**src/verilog/lfc_map.vh**
```
// Constants for the line frame checksum and acknowledge block.
// Assumes inclusion by the design files; definitions only.
`ifndef LFC_MAP_VH
`define LFC_MAP_VH
// ----------------------------------------
// Seed layout
// ----------------------------------------
`define LFC_SEED_RW_BIT 7
`define LFC_SEED_IDX_LSB 3
`define LFC_RW_WRITE 1'b0
`define LFC_RW_READ 1'b1
// ----------------------------------------
// Checksum constants
// ----------------------------------------
`define LFC_SUM_MAX 9'h0ff
`define LFC_INV_MASK 8'hff
`define LFC_ACK_OK 1'b1
`define LFC_ACK_BAD 1'b0
// Count value of the eighth received checksum bit
`define LFC_CHK_LAST 4'h7
`define LFC_CNT_W 8
`endif

```
**src/verilog/lfc_acc.v**
```verilog
// End-around-carry checksum accumulator for one transfer.
// Assumes seed, bit and finish strobes arrive one per cycle at most.
`timescale 1ns/1ps
`include "lfc_map.vh"
module lfc_acc (
   // Clock and reset
   input wire clk,
   input wire rst,
   // Control
   input wire seed_en,
   input wire [7:0] seed_val,
   input wire bit_en,
   input wire bit_val,
   input wire flush_en,
   // Result
   output reg [7:0] chk_r
);
   reg [7:0] acc_r;
   reg [7:0] byte_r;
   reg [2:0] pos_r;
   reg [7:0] acc_nxt;
   reg [7:0] byte_nxt;

   // ----------------------------------------
   // Byte add with end-around carry
   // ----------------------------------------
   function [7:0] eac_add;
      input [7:0] a;
      input [7:0] b;
      reg [8:0] s;
      begin
         s = {1'b0, a} + {1'b0, b};
         if (s > `LFC_SUM_MAX) begin
            s = s - `LFC_SUM_MAX; // [RL4]
         end
         eac_add = s[7:0];
      end
   endfunction

   // Next byte and accumulator
   always @* begin
      byte_nxt = byte_r;
      acc_nxt = acc_r;
      if (bit_en) begin
         byte_nxt[pos_r] = bit_val; // LSB first [RL3]
         if (pos_r == 3'h7) begin
            acc_nxt = eac_add(acc_r, byte_nxt);
         end
      end
   end

   // Accumulate; partial byte is already zero padded on flush
   always @(posedge clk) begin
      if (rst || seed_en) begin
         acc_r <= rst ? 8'h00 : seed_val; // [RL2]
         byte_r <= 8'h00;
         pos_r <= 3'h0;
         chk_r <= 8'h00;
      end else if (flush_en) begin
         if (pos_r != 3'h0) begin
            chk_r <= eac_add(acc_r, byte_r) ^ `LFC_INV_MASK; // [RL3] [RL5]
         end else begin
            chk_r <= acc_r ^ `LFC_INV_MASK; // [RL5]
         end
      end else if (bit_en) begin
         if (pos_r == 3'h7) begin
            byte_r <= 8'h00;
         end else begin
            byte_r <= byte_nxt;
         end
         acc_r <= acc_nxt; // [RL4]
         pos_r <= pos_r + 3'h1;
      end
   end
endmodule

```
**src/verilog/lfc_top.v**
```verilog
// Checksum generation and checking for index data transfers on the line.
// Assumes a bit decoder upstream delivering decoded bits as strobes.
// Summary of operation
// RL1: Every index transfer carries an 8-bit checksum over flag, index and payload.
// RL2: The accumulator starts as flag in bit 7, index in bits 6..3, zeros below.
// RL3: Payload is grouped into bytes LSB first; a short last byte is zero padded.
// RL4: Each byte is added, and 255 is subtracted whenever the sum passes 255.
// RL5: The checksum sent or compared is the accumulator xor all ones.
// RL6: The sender sends the inverted checksum, the receiver recomputes and compares.
// RL7: The device drives its acknowledge bit right after the last checksum bit.
// RL8: The acknowledge bit goes out after writes only, never after reads.
// RL9: The flag is 0 for a write and 1 for a read, as placed in the seed.
// RL10: The acknowledge reports the write checksum match; a mismatch blocks the write.
// RL11: The master discards read data whose checksum does not match.
`timescale 1ns/1ps
`include "lfc_map.vh"
module lfc_top (
   // Clock and reset
   input wire CLK_SYS,
   input wire RESET,
   // Frame header from the line decoder
   input wire FRAME_START,
   input wire READ_NOT_WRITE_FLAG,
   input wire [3:0] INDEX,
   // Payload bit strobes
   input wire PAY_BIT_VALID,
   input wire PAY_BIT,
   input wire PAY_DONE,
   // Received checksum bits, MSB first
   input wire CHK_BIT_VALID,
   input wire CHK_BIT,
   // Transmit checksum request for read answers
   input wire TX_CHK_REQ,
   // Results
   output reg [7:0] TX_CHECKSUM,
   output reg TX_CHECKSUM_VALID,
   output reg CHECK_DONE,
   output reg CHECK_OK,
   output reg WRITE_COMMIT,
   output reg ACK_REQ,
   output reg ACK_VALUE
);
   // ----------------------------------------
   // State
   // ----------------------------------------
   localparam ST_IDLE = 2'h0;
   localparam ST_PAY = 2'h1;
   localparam ST_CHK = 2'h2;
   localparam ST_CMP = 2'h3;

   reg [1:0] state_r;
   reg [1:0] state_nxt;
   reg rw_r;
   reg [7:0] rx_chk_r;
   reg [3:0] chk_cnt_r;
   reg flush_r;
   wire [7:0] calc_chk;
   wire [7:0] seed;
   wire pay_bit_take;
   wire pay_end_take;
   wire chk_bit_take;
   wire chk_last_take;
   wire tx_req_take;
   wire cmp_fire;
   wire chk_match;
   wire wr_frame;

   // ----------------------------------------
   // Phase qualifiers
   // ----------------------------------------
   // True while the frame sequencer sits in the given phase
   function in_phase;
      input [1:0] cur;
      input [1:0] want;
      begin
         in_phase = (cur == want);
      end
   endfunction

   // Strobes outside their phase are dropped here, so a stray bit
   // from a noisy line cannot corrupt the running sum
   assign pay_bit_take = PAY_BIT_VALID && in_phase(state_r, ST_PAY);
   assign pay_end_take = PAY_DONE && in_phase(state_r, ST_PAY);
   assign chk_bit_take = CHK_BIT_VALID && in_phase(state_r, ST_CHK);
   assign chk_last_take = chk_bit_take && (chk_cnt_r == `LFC_CHK_LAST);
   assign tx_req_take = TX_CHK_REQ && in_phase(state_r, ST_CHK) && (rw_r == `LFC_RW_READ);
   // A new frame start wins over a compare still pending
   assign cmp_fire = in_phase(state_r, ST_CMP) && !FRAME_START;
   // Received sum against the inverted local sum [RL6]
   assign chk_match = (rx_chk_r == TX_CHECKSUM);
   // Direction of the frame in flight [RL9]
   assign wr_frame = (rw_r == `LFC_RW_WRITE);
   // Limitation: a frame cut before its checksum waits in ST_PAY or ST_CHK until the
   // next frame start; the line decoder upstream owns any timeout

   // ----------------------------------------
   // Accumulator
   // ----------------------------------------
   // Seed built from flag and index [RL2] [RL9]
   assign seed = {READ_NOT_WRITE_FLAG, INDEX, 3'h0};

   // Seeded on every frame start, so an aborted frame leaves no residue
   lfc_acc lfc_acc_i (
      .clk(CLK_SYS),
      .rst(RESET),
      .seed_en(FRAME_START),
      .seed_val(seed),
      .bit_en(pay_bit_take),
      .bit_val(PAY_BIT),
      .flush_en(pay_end_take),
      .chk_r(calc_chk)
   );

   // ----------------------------------------
   // Next state
   // ----------------------------------------
   always @* begin
      state_nxt = state_r;
      case (state_r)
         ST_IDLE: begin
            if (FRAME_START) begin
               state_nxt = ST_PAY;
            end
         end
         ST_PAY: begin
            if (PAY_DONE) begin
               state_nxt = ST_CHK;
            end
         end
         ST_CHK: begin
            if (chk_last_take) begin // Eighth checksum bit
               state_nxt = ST_CMP;
            end
         end
         ST_CMP: begin
            state_nxt = ST_IDLE;
         end
         default: begin
            state_nxt = ST_IDLE;
         end
      endcase
      if (FRAME_START) begin
         state_nxt = ST_PAY; // New frame aborts any stale one
      end
   end

   // ----------------------------------------
   // Frame sequencing
   // ----------------------------------------
   // Phase register and frame direction latch
   always @(posedge CLK_SYS) begin
      if (RESET) begin
         state_r <= ST_IDLE;
         rw_r <= `LFC_RW_WRITE;
      end else begin
         state_r <= state_nxt;
         if (FRAME_START) begin
            rw_r <= READ_NOT_WRITE_FLAG; // [RL9]
         end
      end
   end

   // ----------------------------------------
   // Transmit checksum
   // ----------------------------------------
   // Flush strobe delayed one cycle to let the accumulator settle
   always @(posedge CLK_SYS) begin
      if (RESET) begin
         flush_r <= 1'b0;
      end else begin
         flush_r <= pay_end_take;
      end
   end

   // Inverted checksum ready two cycles after payload end [RL1] [RL6]
   // Held until the next payload end, so a late request still sees it
   always @(posedge CLK_SYS) begin
      if (RESET) begin
         TX_CHECKSUM <= 8'h00;
         TX_CHECKSUM_VALID <= 1'b0;
      end else begin
         if (flush_r) begin
            TX_CHECKSUM <= calc_chk;
         end
         // Read answers send the computed checksum on request [RL6]
         TX_CHECKSUM_VALID <= tx_req_take;
      end
   end

   // ----------------------------------------
   // Checksum receive
   // ----------------------------------------
   // Received checksum shifts in MSB first; the count restarts per frame
   always @(posedge CLK_SYS) begin
      if (RESET) begin
         rx_chk_r <= 8'h00;
         chk_cnt_r <= 4'h0;
      end else if (FRAME_START) begin
         chk_cnt_r <= 4'h0;
      end else if (chk_bit_take) begin
         rx_chk_r <= {rx_chk_r[6:0], CHK_BIT};
         chk_cnt_r <= chk_cnt_r + 4'h1;
      end
   end

   // ----------------------------------------
   // Compare and acknowledge
   // ----------------------------------------
   // Compare right after the last checksum bit [RL6]
   // Pulses clear each cycle; CHECK_OK holds until the next compare, ACK_VALUE until the next write compare
   always @(posedge CLK_SYS) begin
      if (RESET) begin
         CHECK_DONE <= 1'b0;
         CHECK_OK <= 1'b0;
         WRITE_COMMIT <= 1'b0;
         ACK_REQ <= 1'b0;
         ACK_VALUE <= `LFC_ACK_BAD;
      end else begin
         CHECK_DONE <= cmp_fire;
         ACK_REQ <= cmp_fire && wr_frame; // Writes only [RL7] [RL8]
         // A failed write never reaches configuration memory [RL10]
         WRITE_COMMIT <= cmp_fire && wr_frame && chk_match;
         if (cmp_fire) begin
            CHECK_OK <= chk_match;
            if (wr_frame) begin
               ACK_VALUE <= chk_match ? `LFC_ACK_OK : `LFC_ACK_BAD; // [RL10]
            end
         end
      end
   end
endmodule

```
**config.mk**
```make
export PLATFORM = sky130hd
export DESIGN_NAME = lfc_top
export DESIGN_NICKNAME = d
export VERILOG_FILES = /design/src/verilog/lfc_acc.v /design/src/verilog/lfc_top.v
export VERILOG_INCLUDE_DIRS = /design/src /design/src/verilog
export SDC_FILE = /design/constraint.sdc
export NUM_CORES = 1
export LEC_CHECK = 0
export ABC_AREA = 1
export BUFFER_PORTS_ARGS = -buffer_cell sky130_fd_sc_hd__buf_2
export CORE_MARGIN = 3
export CORE_UTILIZATION = 45
export DETAILED_ROUTE_END_ITERATION = 16
export PLACE_DENSITY_LB_ADDON = 0.3
export SLEW_MARGIN = 20
export SYNTH_ARGS = -nofsm -noshare
export SYNTH_HDL_FRONTEND = slang
export SYNTH_SLANG_ARGS = --single-unit
```
**constraint.sdc**
```tcl
create_clock -name CLK_SYS -period 5.35 [get_ports CLK_SYS]
set_input_delay 1.07 -clock CLK_SYS [delete_from_list [all_inputs] [get_ports CLK_SYS]]
set_output_delay 1.07 -clock CLK_SYS [all_outputs]
set_load 0.01 [all_outputs]
```
**Word-level counts from Yosys, hierarchy flattened**

Cells that the tools add are included.

- Add/subtract/negate cells: 6
- $lt $le $gt $ge: 4
- Equality and inequality tests: 12
- Mux-type cells: 20
- Bitwise operators: 6
- Reductions and logical operators: 23

Operators with widths:

| operator | number |
|---|---|
| 8-bit 2-to-1 mux | 12 |
| 8-bit by 8-bit adder with 9-bit output | 2 |
| 9-bit by 8-bit > comparator with 1-bit output, second input constant | 2 |
| 8-bit NOT | 2 |
| 8-bit subtractor, second input constant | 2 |
| 1-bit logical AND | 10 |
| 3-bit AND reduction | 3 |
| 8-bit bitwise mux | 1 |
| 8-bit == test | 1 |
| 2-bit != test, second input constant | 4 |
| 3-bit != test, second input constant | 2 |
| 2-bit one-hot mux with 3 select lines | 1 |
| 2-bit AND reduction | 3 |
| 4-bit by 1-bit adder with 4-bit output, second input constant | 1 |
| 2-bit == test, second input constant | 2 |
| 4-bit by 3-bit == test with 1-bit output, second input constant | 1 |
| 3-bit by 4-bit < comparator with 1-bit output, second input constant | 1 |
| 2-bit 2-to-1 mux | 2 |
| 1-bit NOT | 4 |
| 2-bit nonzero test | 2 |
| 3-bit by 1-bit adder with 3-bit output, second input constant | 1 |
| 1-bit demux with 3-bit select | 1 |
| 3-bit == test, second input constant | 1 |
| 3-bit by 1-bit greater-or-equal comparator with 1-bit output, second input constant | 1 |
| 7 further kinds | 9 |

- Register bits: 57
- Bits of input ports: 14
- Output and inout bits: 14

**Logic depth before layout (Yosys ltp)**

Gate-level depths: netlist (run 1).

- Word-level depth: 12
- Mapped depth: 21
- Depth with buffers taken out: 21

**By module**

Synthesis (run 1) repeated with hierarchy kept, for this count alone.

- Cells, all modules: 568
- Area, all modules: 3911.3 µm²

By module, submodules not included:

| module | instances | cells an instance | area an instance (µm²) | seq. area each (µm²) |
|---|---|---|---|---|
| lfc_acc | 1 | 408 | 2696.3 | 620.6 |
| lfc_top | 1 | 160 | 1214.9 | 600.6 |

**Least setup slack after synthesis (run 1)**

Ideal clock, no wire load.

- Kind: input-to-reg
- From: input PAY_BIT
- To: register lfc_acc_i.acc_r[2] (data pin)
- Setup time: 276 ps
- Arrival: 3116 ps
- Required time: 5074 ps
- Path slack: 1958 ps
- Stages on the path: 17
- Buffers on the path: 0
- Path through: inv_1 > o21ai_0 > ha_1 > fa_1 > nand3_1 > nand3_2 > xor2_2 > inv_2 > nand2_2 > nor2_2 > nand3_2 > nor2_4 > nand2_4 > nand2_8 > inv_2 > nand2_1 > a21oi_2

- Longest elaborated chain between the ends: 8

Ends and longest elaborated chain:

| element | line | source |
|---|---|---|
| start, declared | lfc_top.v:27 | `input wire PAY_BIT,` |
| 8-bit bitwise mux * | lfc_acc.v:45 | `byte_nxt[pos_r] = bit_val;` |
| 8-bit by 8-bit adder with 9-bit output * | lfc_acc.v:32 | `s = {1'b0, a} + {1'b0, b};` |
| 8-bit subtractor (no line) / 9-bit by 8-bit > comparator with 1-bit output (equally long branches) | n/a |  |
| 8-bit 2-to-1 mux * | lfc_acc.v:33 | `` if (s > `LFC_SUM_MAX) begin `` |
| 8-bit 2-to-1 mux * | lfc_acc.v:46 | `if (pos_r == 3'h7) begin` |
| 8-bit 2-to-1 mux * | lfc_acc.v:65 | `end else if (bit_en) begin` |
| 8-bit 2-to-1 mux * | lfc_acc.v:59 | `end else if (flush_en) begin` |
| 8-bit 2-to-1 mux * | lfc_acc.v:54 | `if (rst \|\| seed_en) begin` |
| end signal, assigned | lfc_acc.v:55 | `acc_r <= rst ? 8'h00 : seed_val;` |
| end signal, assigned | lfc_acc.v:71 | `acc_r <= acc_nxt;` |
| end, declared | lfc_acc.v:18 | `reg [7:0] acc_r;` |

Mark *: on every way between the ends. The rest lies on a longest branch, timed or not. The select of a mux whose other input is x is not followed.
A chain may end at the register's enable or synchronous reset.

**Final worst setup path (run 1)**

Ends and elaborated chain as after synthesis.

==> results of run 1 <==
==> final cells by class <==
type / instances / area, sq um / area share
Inverter: 46 / 173 / 0.0417
Tap cell: 102 / 128 / 0.0308
Sequential cell: 57 / 1220 / 0.295
Clock buffer: 10 / 138 / 0.0332
Timing Repair Buffer: 28 / 143 / 0.0344
Clock inverter: 6 / 65.1 / 0.0157
Multi-Input combinational cell: 396 / 2280 / 0.550
==> critical path, stage by stage <==
cell     delay (ps)
buf_2            90
inv_1           150
o21ai_0         170
ha_1            250
fa_1            460
xor2_1          310
nand3_1         190
nor2_2          190
nand3_2         120
nor2_4          130
nand2_4          90
nand2_8          90
inv_2            40
nand2_1          60
a21oi_2          50
==> registers in the layout, indices dropped and copies added (netlist names), 2 cells and up <==
| register | flops |
|---|---|
| lfc_acc_i.chk_r | 8 |
| chk_cnt_r | 4 |
| rx_chk_r | 8 |
| lfc_acc_i.byte_r | 8 |
| lfc_acc_i.pos_r | 3 |
| state_r | 2 |
| lfc_acc_i.acc_r | 8 |
| TX_CHECKSUM | 8 |
==> placed cells by master, fill, tap and decap left out, types with 2 or more instances in the layout <==
cell	count
o21ai_0	36
nand3_1	46
fa_1	2
a21oi_4	2
buf_2	27
nor2_1	55
ha_1	24
edfxtp_1	8
clkinvlp_4	2
inv_2	4
nor3_1	3
a21oi_1	32
nor4_1	2
nand3b_1	4
nor2_4	3
xnor2_1	6
nand2_1	128
dfxtp_1	49
clkbuf_8	10
nand3_2	6
inv_1	42
a21oi_2	10
nand2_4	2
nand2_2	7
xor2_1	15
==> worst max path at each step <==
stage,from,endpoint,slack (ps),depth (start not counted)
CTS,PAY_BIT,lfc_acc_i.acc_r[2]$_SDFFCE_PN0P_,1940,15
detailed placement,PAY_BIT,lfc_acc_i.acc_r[2]$_SDFFCE_PN0P_,1630,15
global route,PAY_BIT,lfc_acc_i.acc_r[2]$_SDFFCE_PN0P_,1780,18
floorplan,PAY_BIT,lfc_acc_i.acc_r[2]$_SDFFCE_PN0P_,1960,17
global placement,PAY_BIT,lfc_acc_i.acc_r[2]$_SDFFCE_PN0P_,1660,15
finish,PAY_BIT,lfc_acc_i.acc_r[2]$_SDFFCE_PN0P_,1930,15
==> through the flow <==
stage	cell area, sq um	hold WS (ps)	worst slack [ps]	cells
after detailed placement	3940	449	1630	629
after global routing	4150	505	1780	645
after CTS	4150	460	1940	645
after floorplan	3710	423	1960	506
after global placement	3940	436	1660	629
final	4150	461	1930	645
==> power by group through the flow <==
stage               Sequential [mW]  Combinational, mW  Clock, mW
finish                        0.463              0.127      0.410
global route                  0.464              0.145      0.439
CTS                           0.463              0.127      0.418
detailed placement            0.472              0.125          0
global placement              0.472              0.124          0
floorplan                     0.466             0.0975          0
==> cells by family (layout without fill, tap and decap cells) <==
logic type | count (synthesis) | in the layout | synth area share
buf+inv | 53 | 90 | 0.0563
fa+ha+maj | 26 | 26 | 0.0918
xor+xnor | 23 | 23 | 0.0614
compound gates | 84 | 84 | 0.131
simple gates | 263 | 263 | 0.330
flops | 57 | 57 | 0.329
==> layer usage <==
metal  vias up  global-route usage
met5         -                   0
li1       1735                   -
met2        61               0.314
met3        15              0.0454
met4         0              0.0583
met1      1543               0.226
==> reports/metrics.yaml, run 1 <==
run_status:
  outcome: "completed"
logic_synthesis:
  synth_top_area_frac: 0.265
  synth.cell_area_sq_um: 3710
  async_flop_share: 0
  synth_common_cells: "nand2_1, nor2_1, dfxtp_1"
  ys_top_cells_by_area: "dfxtp_1, nand2_1, ha_1, edfxtp_1, nand3_1"
  synth.most_common_cell: "nand2_1"
  synth-edff-count: 8
  syn_area_per_cell_sq_um: 7.33
  synth.distinct_cells: 38
  syn_nets: 546
  yosysTopAreaCell: "dfxtp_1"
  seq_area_frac_synth: 0.329
  synth.yosys.warnings: 0
  synth_ff_type: "dfxtp_1"
  syn_inst: 506
  synth-seq-cells: 57
route:
  highest_layer: "met4"
  routed_wl_mm: 8.25
  viasPerCell: 5.20
  met3_length_microns: 372
  firstDrtPassIters: 4
  wl_per_cell_microns: 12.8
  ant_nets: 0
  drt-met1-wl_mm: 3.74
  drtIter0Drc: 136
  vias: 3354
  drc: 0
  wl_met2_mm: 3.97
clocking:
  cts_setup_buffers: 0
  cts.sinks: 57
  cts-root-buf: "clkbuf_8"
  cts_buffers: 9
  h-tree-depth: 3
  clk_pin_slew_worst_paths_ps: 70
  clk_latency_ps: 330
  cts_tree: "built"
  cts_resized: 0
  hold_buffers: 0
  clk_path_buf_depth: 2
setup_path:
  crit_type: "in -> reg"
  r2r_end: "lfc_acc_i.acc_r[2]$_SDFFCE_PN0P_"
  rr_worst_depth: 16
  crit_arrival_ps: 3460
  cp_data_required_time_ps: 5390
  path_max_fanout: 8
  critPathCaptureType: "register"
  cp-start-kind: "input pin"
  regToRegSetupSlack_ps: 2200
  r2r-start: "lfc_acc_i.pos_r[0]$_SDFFE_PN0P_"
min_path:
  holdCritPathClass: "reg -> reg"
  holdCritStartpoint: "chk_cnt_r[3]$_SDFFE_PN0P_"
  hold_end: "chk_cnt_r[3]$_SDFFE_PN0P_"
  holdPathStages: 1
floorplanning:
  dieArea_sq_um: 9370
  rows: 32
  initial_core_util: 0.473
  io_pins: 28
  die_y_microns: 96.8
  die_w_microns: 96.8
  core-area_sq_um: 7850
global_route:
  antenna_found_initial: 0
  grt_overflow: 0
  grt_use_total: 0.183
  grt_pass1_vias: 3206
  grt_max_degree: 22
  grt_first_pass_wirelength_mm: 14.4
timing:
  fin_crit_ps: 3420
  max_freq_mhz: 292
  hold_viol: 0
  slew_viol_final: 0
  setup_viol: 0
  worst_pin_slew_ps: 906
  fin_crit_sh: 0.639
  fin_worst_skew_ps: 8.76
  tns_ps: 0
  rsz0062_at_grt: "no"
  slew_headroom: 0.395
power_and_ir_drop:
  static-leakage-power_nw: 1.98
  p_comb_frac: 0.127
  max-vdd-ir-drop_mv: 0.204
  p_sw_mw: 0.279
  p_total_mw: 1.00
  power.density_nw_per_um2: 241
  p_int_mw: 0.721
  switching_share: 0.279
  p_seq_frac: 0.463
  pwr-share-clk: 0.410
cells_and_area:
  syn2layout_area_growth_pct: 11.8
  n_antenna_cell: 0
  final_nets: 578
  drive_above_1_share: 0.158
  nFillCells: 785
  fin_util: 0.528
place:
  place_hpwl_mm: 6.26
  gp_congestion: 0.877
  port_buffers: 27
run:
  drv_cap: 0
Power figures use the tool's default switching activity.
==> inputs of run 2 (changes only) <==
Clock period 5.35 ns to 3.1 ns, I/O delays scaled along.
==> reports/metrics.yaml, run 2 (same netlist as run 1, synthesis figures left out) <==
place:
  dpl_cell_area_sq_um: 4030  # +2.3%
  port_buffers: 27  # unchanged
  place_hpwl_mm: 6.46  # +3.2%
  gp_congestion: 0.842  # -3.9%
floorplanning:
  dieArea_sq_um: 9370  # unchanged
  die_y_microns: 96.8  # unchanged
  initial_core_util: 0.473  # unchanged
  core-area_sq_um: 7850  # unchanged
  io_pins: 28  # unchanged
  rows: 32  # unchanged
  die_w_microns: 96.8  # unchanged
global_route:
  grt_max_degree: 20  # -9.1%
  grt_overflow: 0  # unchanged
  antenna_found_initial: 0  # unchanged
  grt_first_pass_wirelength_mm: 14.5  # +0.63%
  grt_pass1_vias: 3348  # +4.4%
  grt_use_total: 0.187  # +0.00330
setup_path:
  path_max_fanout: 8  # unchanged
  rr_worst_depth: 18  # +2
  crit_arrival_ps: 2950  # -510 ps
  critPathCaptureType: "register"
  cp-start-kind: "register"
  crit_type: "reg -> reg"
  cp_data_required_time_ps: 3190  # -2200 ps
clocking:
  clk_pin_slew_worst_paths_ps: 70  # about the same
  cts_buffers: 9  # unchanged
  cts_tree: "built"
  h-tree-depth: 3  # unchanged
  clk_latency_ps: 330  # about the same
  cts-root-buf: "clkbuf_8"
  cts.sinks: 57  # unchanged
  clk_path_buf_depth: 2  # unchanged
  hold_buffers: 0  # unchanged
power_and_ir_drop:
  p_seq_frac: 0.473  # +0.010
  switching_share: 0.279  # about the same
  pwr-share-clk: 0.390  # -0.020
  p_comb_frac: 0.137  # +0.010
  p_sw_mw: 0.471  # +69%
  max-vdd-ir-drop_mv: 0.229  # +13%
  p_int_mw: 1.22  # +69%
  static-leakage-power_nw: 2.04  # +3.4%
  power.density_nw_per_um2: 397  # +65%
cells_and_area:
  syn2layout_area_growth_pct: 14.8
  multiInputGateArea_sq_um: 2280  # +0.22%
  n_antenna_cell: 0  # unchanged
  final_common_cell: "nand2_1"
  layout.cells.most_common_list: "nand2_1, nor2_1, dfxtp_1, nand3_1, inv_1"
  seqCellArea_sq_um: 1220  # +0.31%
  final_nets: 593  # +2.6%
  drive_above_1_share: 0.194  # +0.0352
  finalInstanceArea_sq_um: 4260  # +2.7%
  nFillCells: 802  # +2.2%
timing:
  worst_pin_slew_ps: 565  # -341 ps
  max_freq_mhz: 350
  setup_viol: 0  # unchanged
  hold_viol: 0  # unchanged
  fin_crit_ps: 2860
  slew_viol_final: 0  # unchanged
  fin_worst_skew_ps: 17.2  # +8.42 ps
  tns_ps: 0  # unchanged
  fin_crit_sh: 0.923
  slew_headroom: 0.622  # +0.226
route:
  drc: 0  # unchanged
  drtIter0Drc: 131  # -3.7%
  routed_wl_mm: 8.42  # +2.1%
  viasPerCell: 5.17  # -0.52%
  firstDrtPassIters: 4  # unchanged
  vias: 3414  # +1.8%
  wl_per_cell_microns: 12.8  # -0.20%
  ant_nets: 0  # unchanged
min_path:
  holdPathStages: 1  # unchanged
  holdCritPathClass: "reg -> reg"
run_status:
  outcome: "completed"
run:
  drv_cap: 0  # unchanged
==> run 2: cell types whose count changed in the layout (fill, tap and decap cells not counted), sizes merged <==
cell      previous run  this run
buf                 28        43
clkbuf              10        12
clkinv               1         3
inv                 48        46
bufinv               1         0
clkinvlp             2         1
==> run 2: cell type report <==
class / instances / area share
clock buffers: 12 / 0.0391
clock inverters: 4 / 0.00617
inverters: 46 / 0.0411
multi-input cells: 396 / 0.536
flip-flops and latches: 57 / 0.288
well taps: 102 / 0.0300
repair buffers: 43 / 0.0599
==> run 2: stage by stage <==
| stage | instances | total power [mW] | util | hold WS, ps | worst slack (ps) |
|---|---|---|---|---|---|
| after global placement | 641 | 1.04 | 0.514 | 442 | -36.2 |
| after detailed placement | 641 | 1.04 | 0.514 | 443 | -127 |
| after floorplan | 506 | 0.972 | - | 423 | 158 |
| after global routing | 660 | 1.78 | 0.543 | 485 | -7.17 |
| after CTS | 657 | 1.71 | 0.538 | 459 | 57.6 |
| final | 660 | 1.69 | 0.543 | 461 | 240 |
==> run 2: worst paths after layout <==
check | end | slack [ps] | startpoint
worst min-delay path | chk_cnt_r[3]$_SDFFE_PN0P_ | 460 | chk_cnt_r[3]$_SDFFE_PN0P_
worst max register to register | lfc_acc_i.acc_r[1]$_SDFFCE_PN0P_ | 240 | lfc_acc_i.pos_r[2]$_SDFFE_PN0P_
worst max-delay path | lfc_acc_i.acc_r[1]$_SDFFCE_PN0P_ | 240 | lfc_acc_i.pos_r[2]$_SDFFE_PN0P_
worst min register to register | chk_cnt_r[3]$_SDFFE_PN0P_ | 460 | chk_cnt_r[3]$_SDFFE_PN0P_
==> run 2: worst max-delay path, stage by stage (launching register included) <==
cell and delay, ps:
dfxtp_2 360, inv_2 70, buf_4 120, nand3_1 80, o21ai_0 330, ha_1 370
nand2_1 110, nand3_2 100, xor2_2 170, inv_2 60, nand2_2 40, nor2_2 140
nand3_2 130, nor2_4 160, nand2_4 90, nand2_8 100, inv_2 40, nor2_1 80
nor2_1 50
==> run 2: metal layers <==
layer | track usage | part of all wire | routed length (microns)
met5 | 0.0220 | 0.0037 | 31
met4 | 0.0842 | 0.024 | 205
met3 | 0.0418 | 0.045 | 378
met2 | 0.316 | 0.49 | 4120
met1 | 0.224 | 0.44 | 3690
==> run 2: power groups by stage <==
stage / clock network [mW] / registers [mW] / logic [mW]
global placement: 0 / 0.814 / 0.225
global route: 0.711 / 0.801 / 0.264
CTS: 0.679 / 0.798 / 0.230
floorplan: 0 / 0.804 / 0.168
finish: 0.659 / 0.799 / 0.231
detailed placement: 0 / 0.815 / 0.228
==> run 2: repair_timing <==
action	4_1_cts	5_1_grt
setup buffers	0	3
gates resized for setup	0	9
endpoints found under the setup margin	0	8
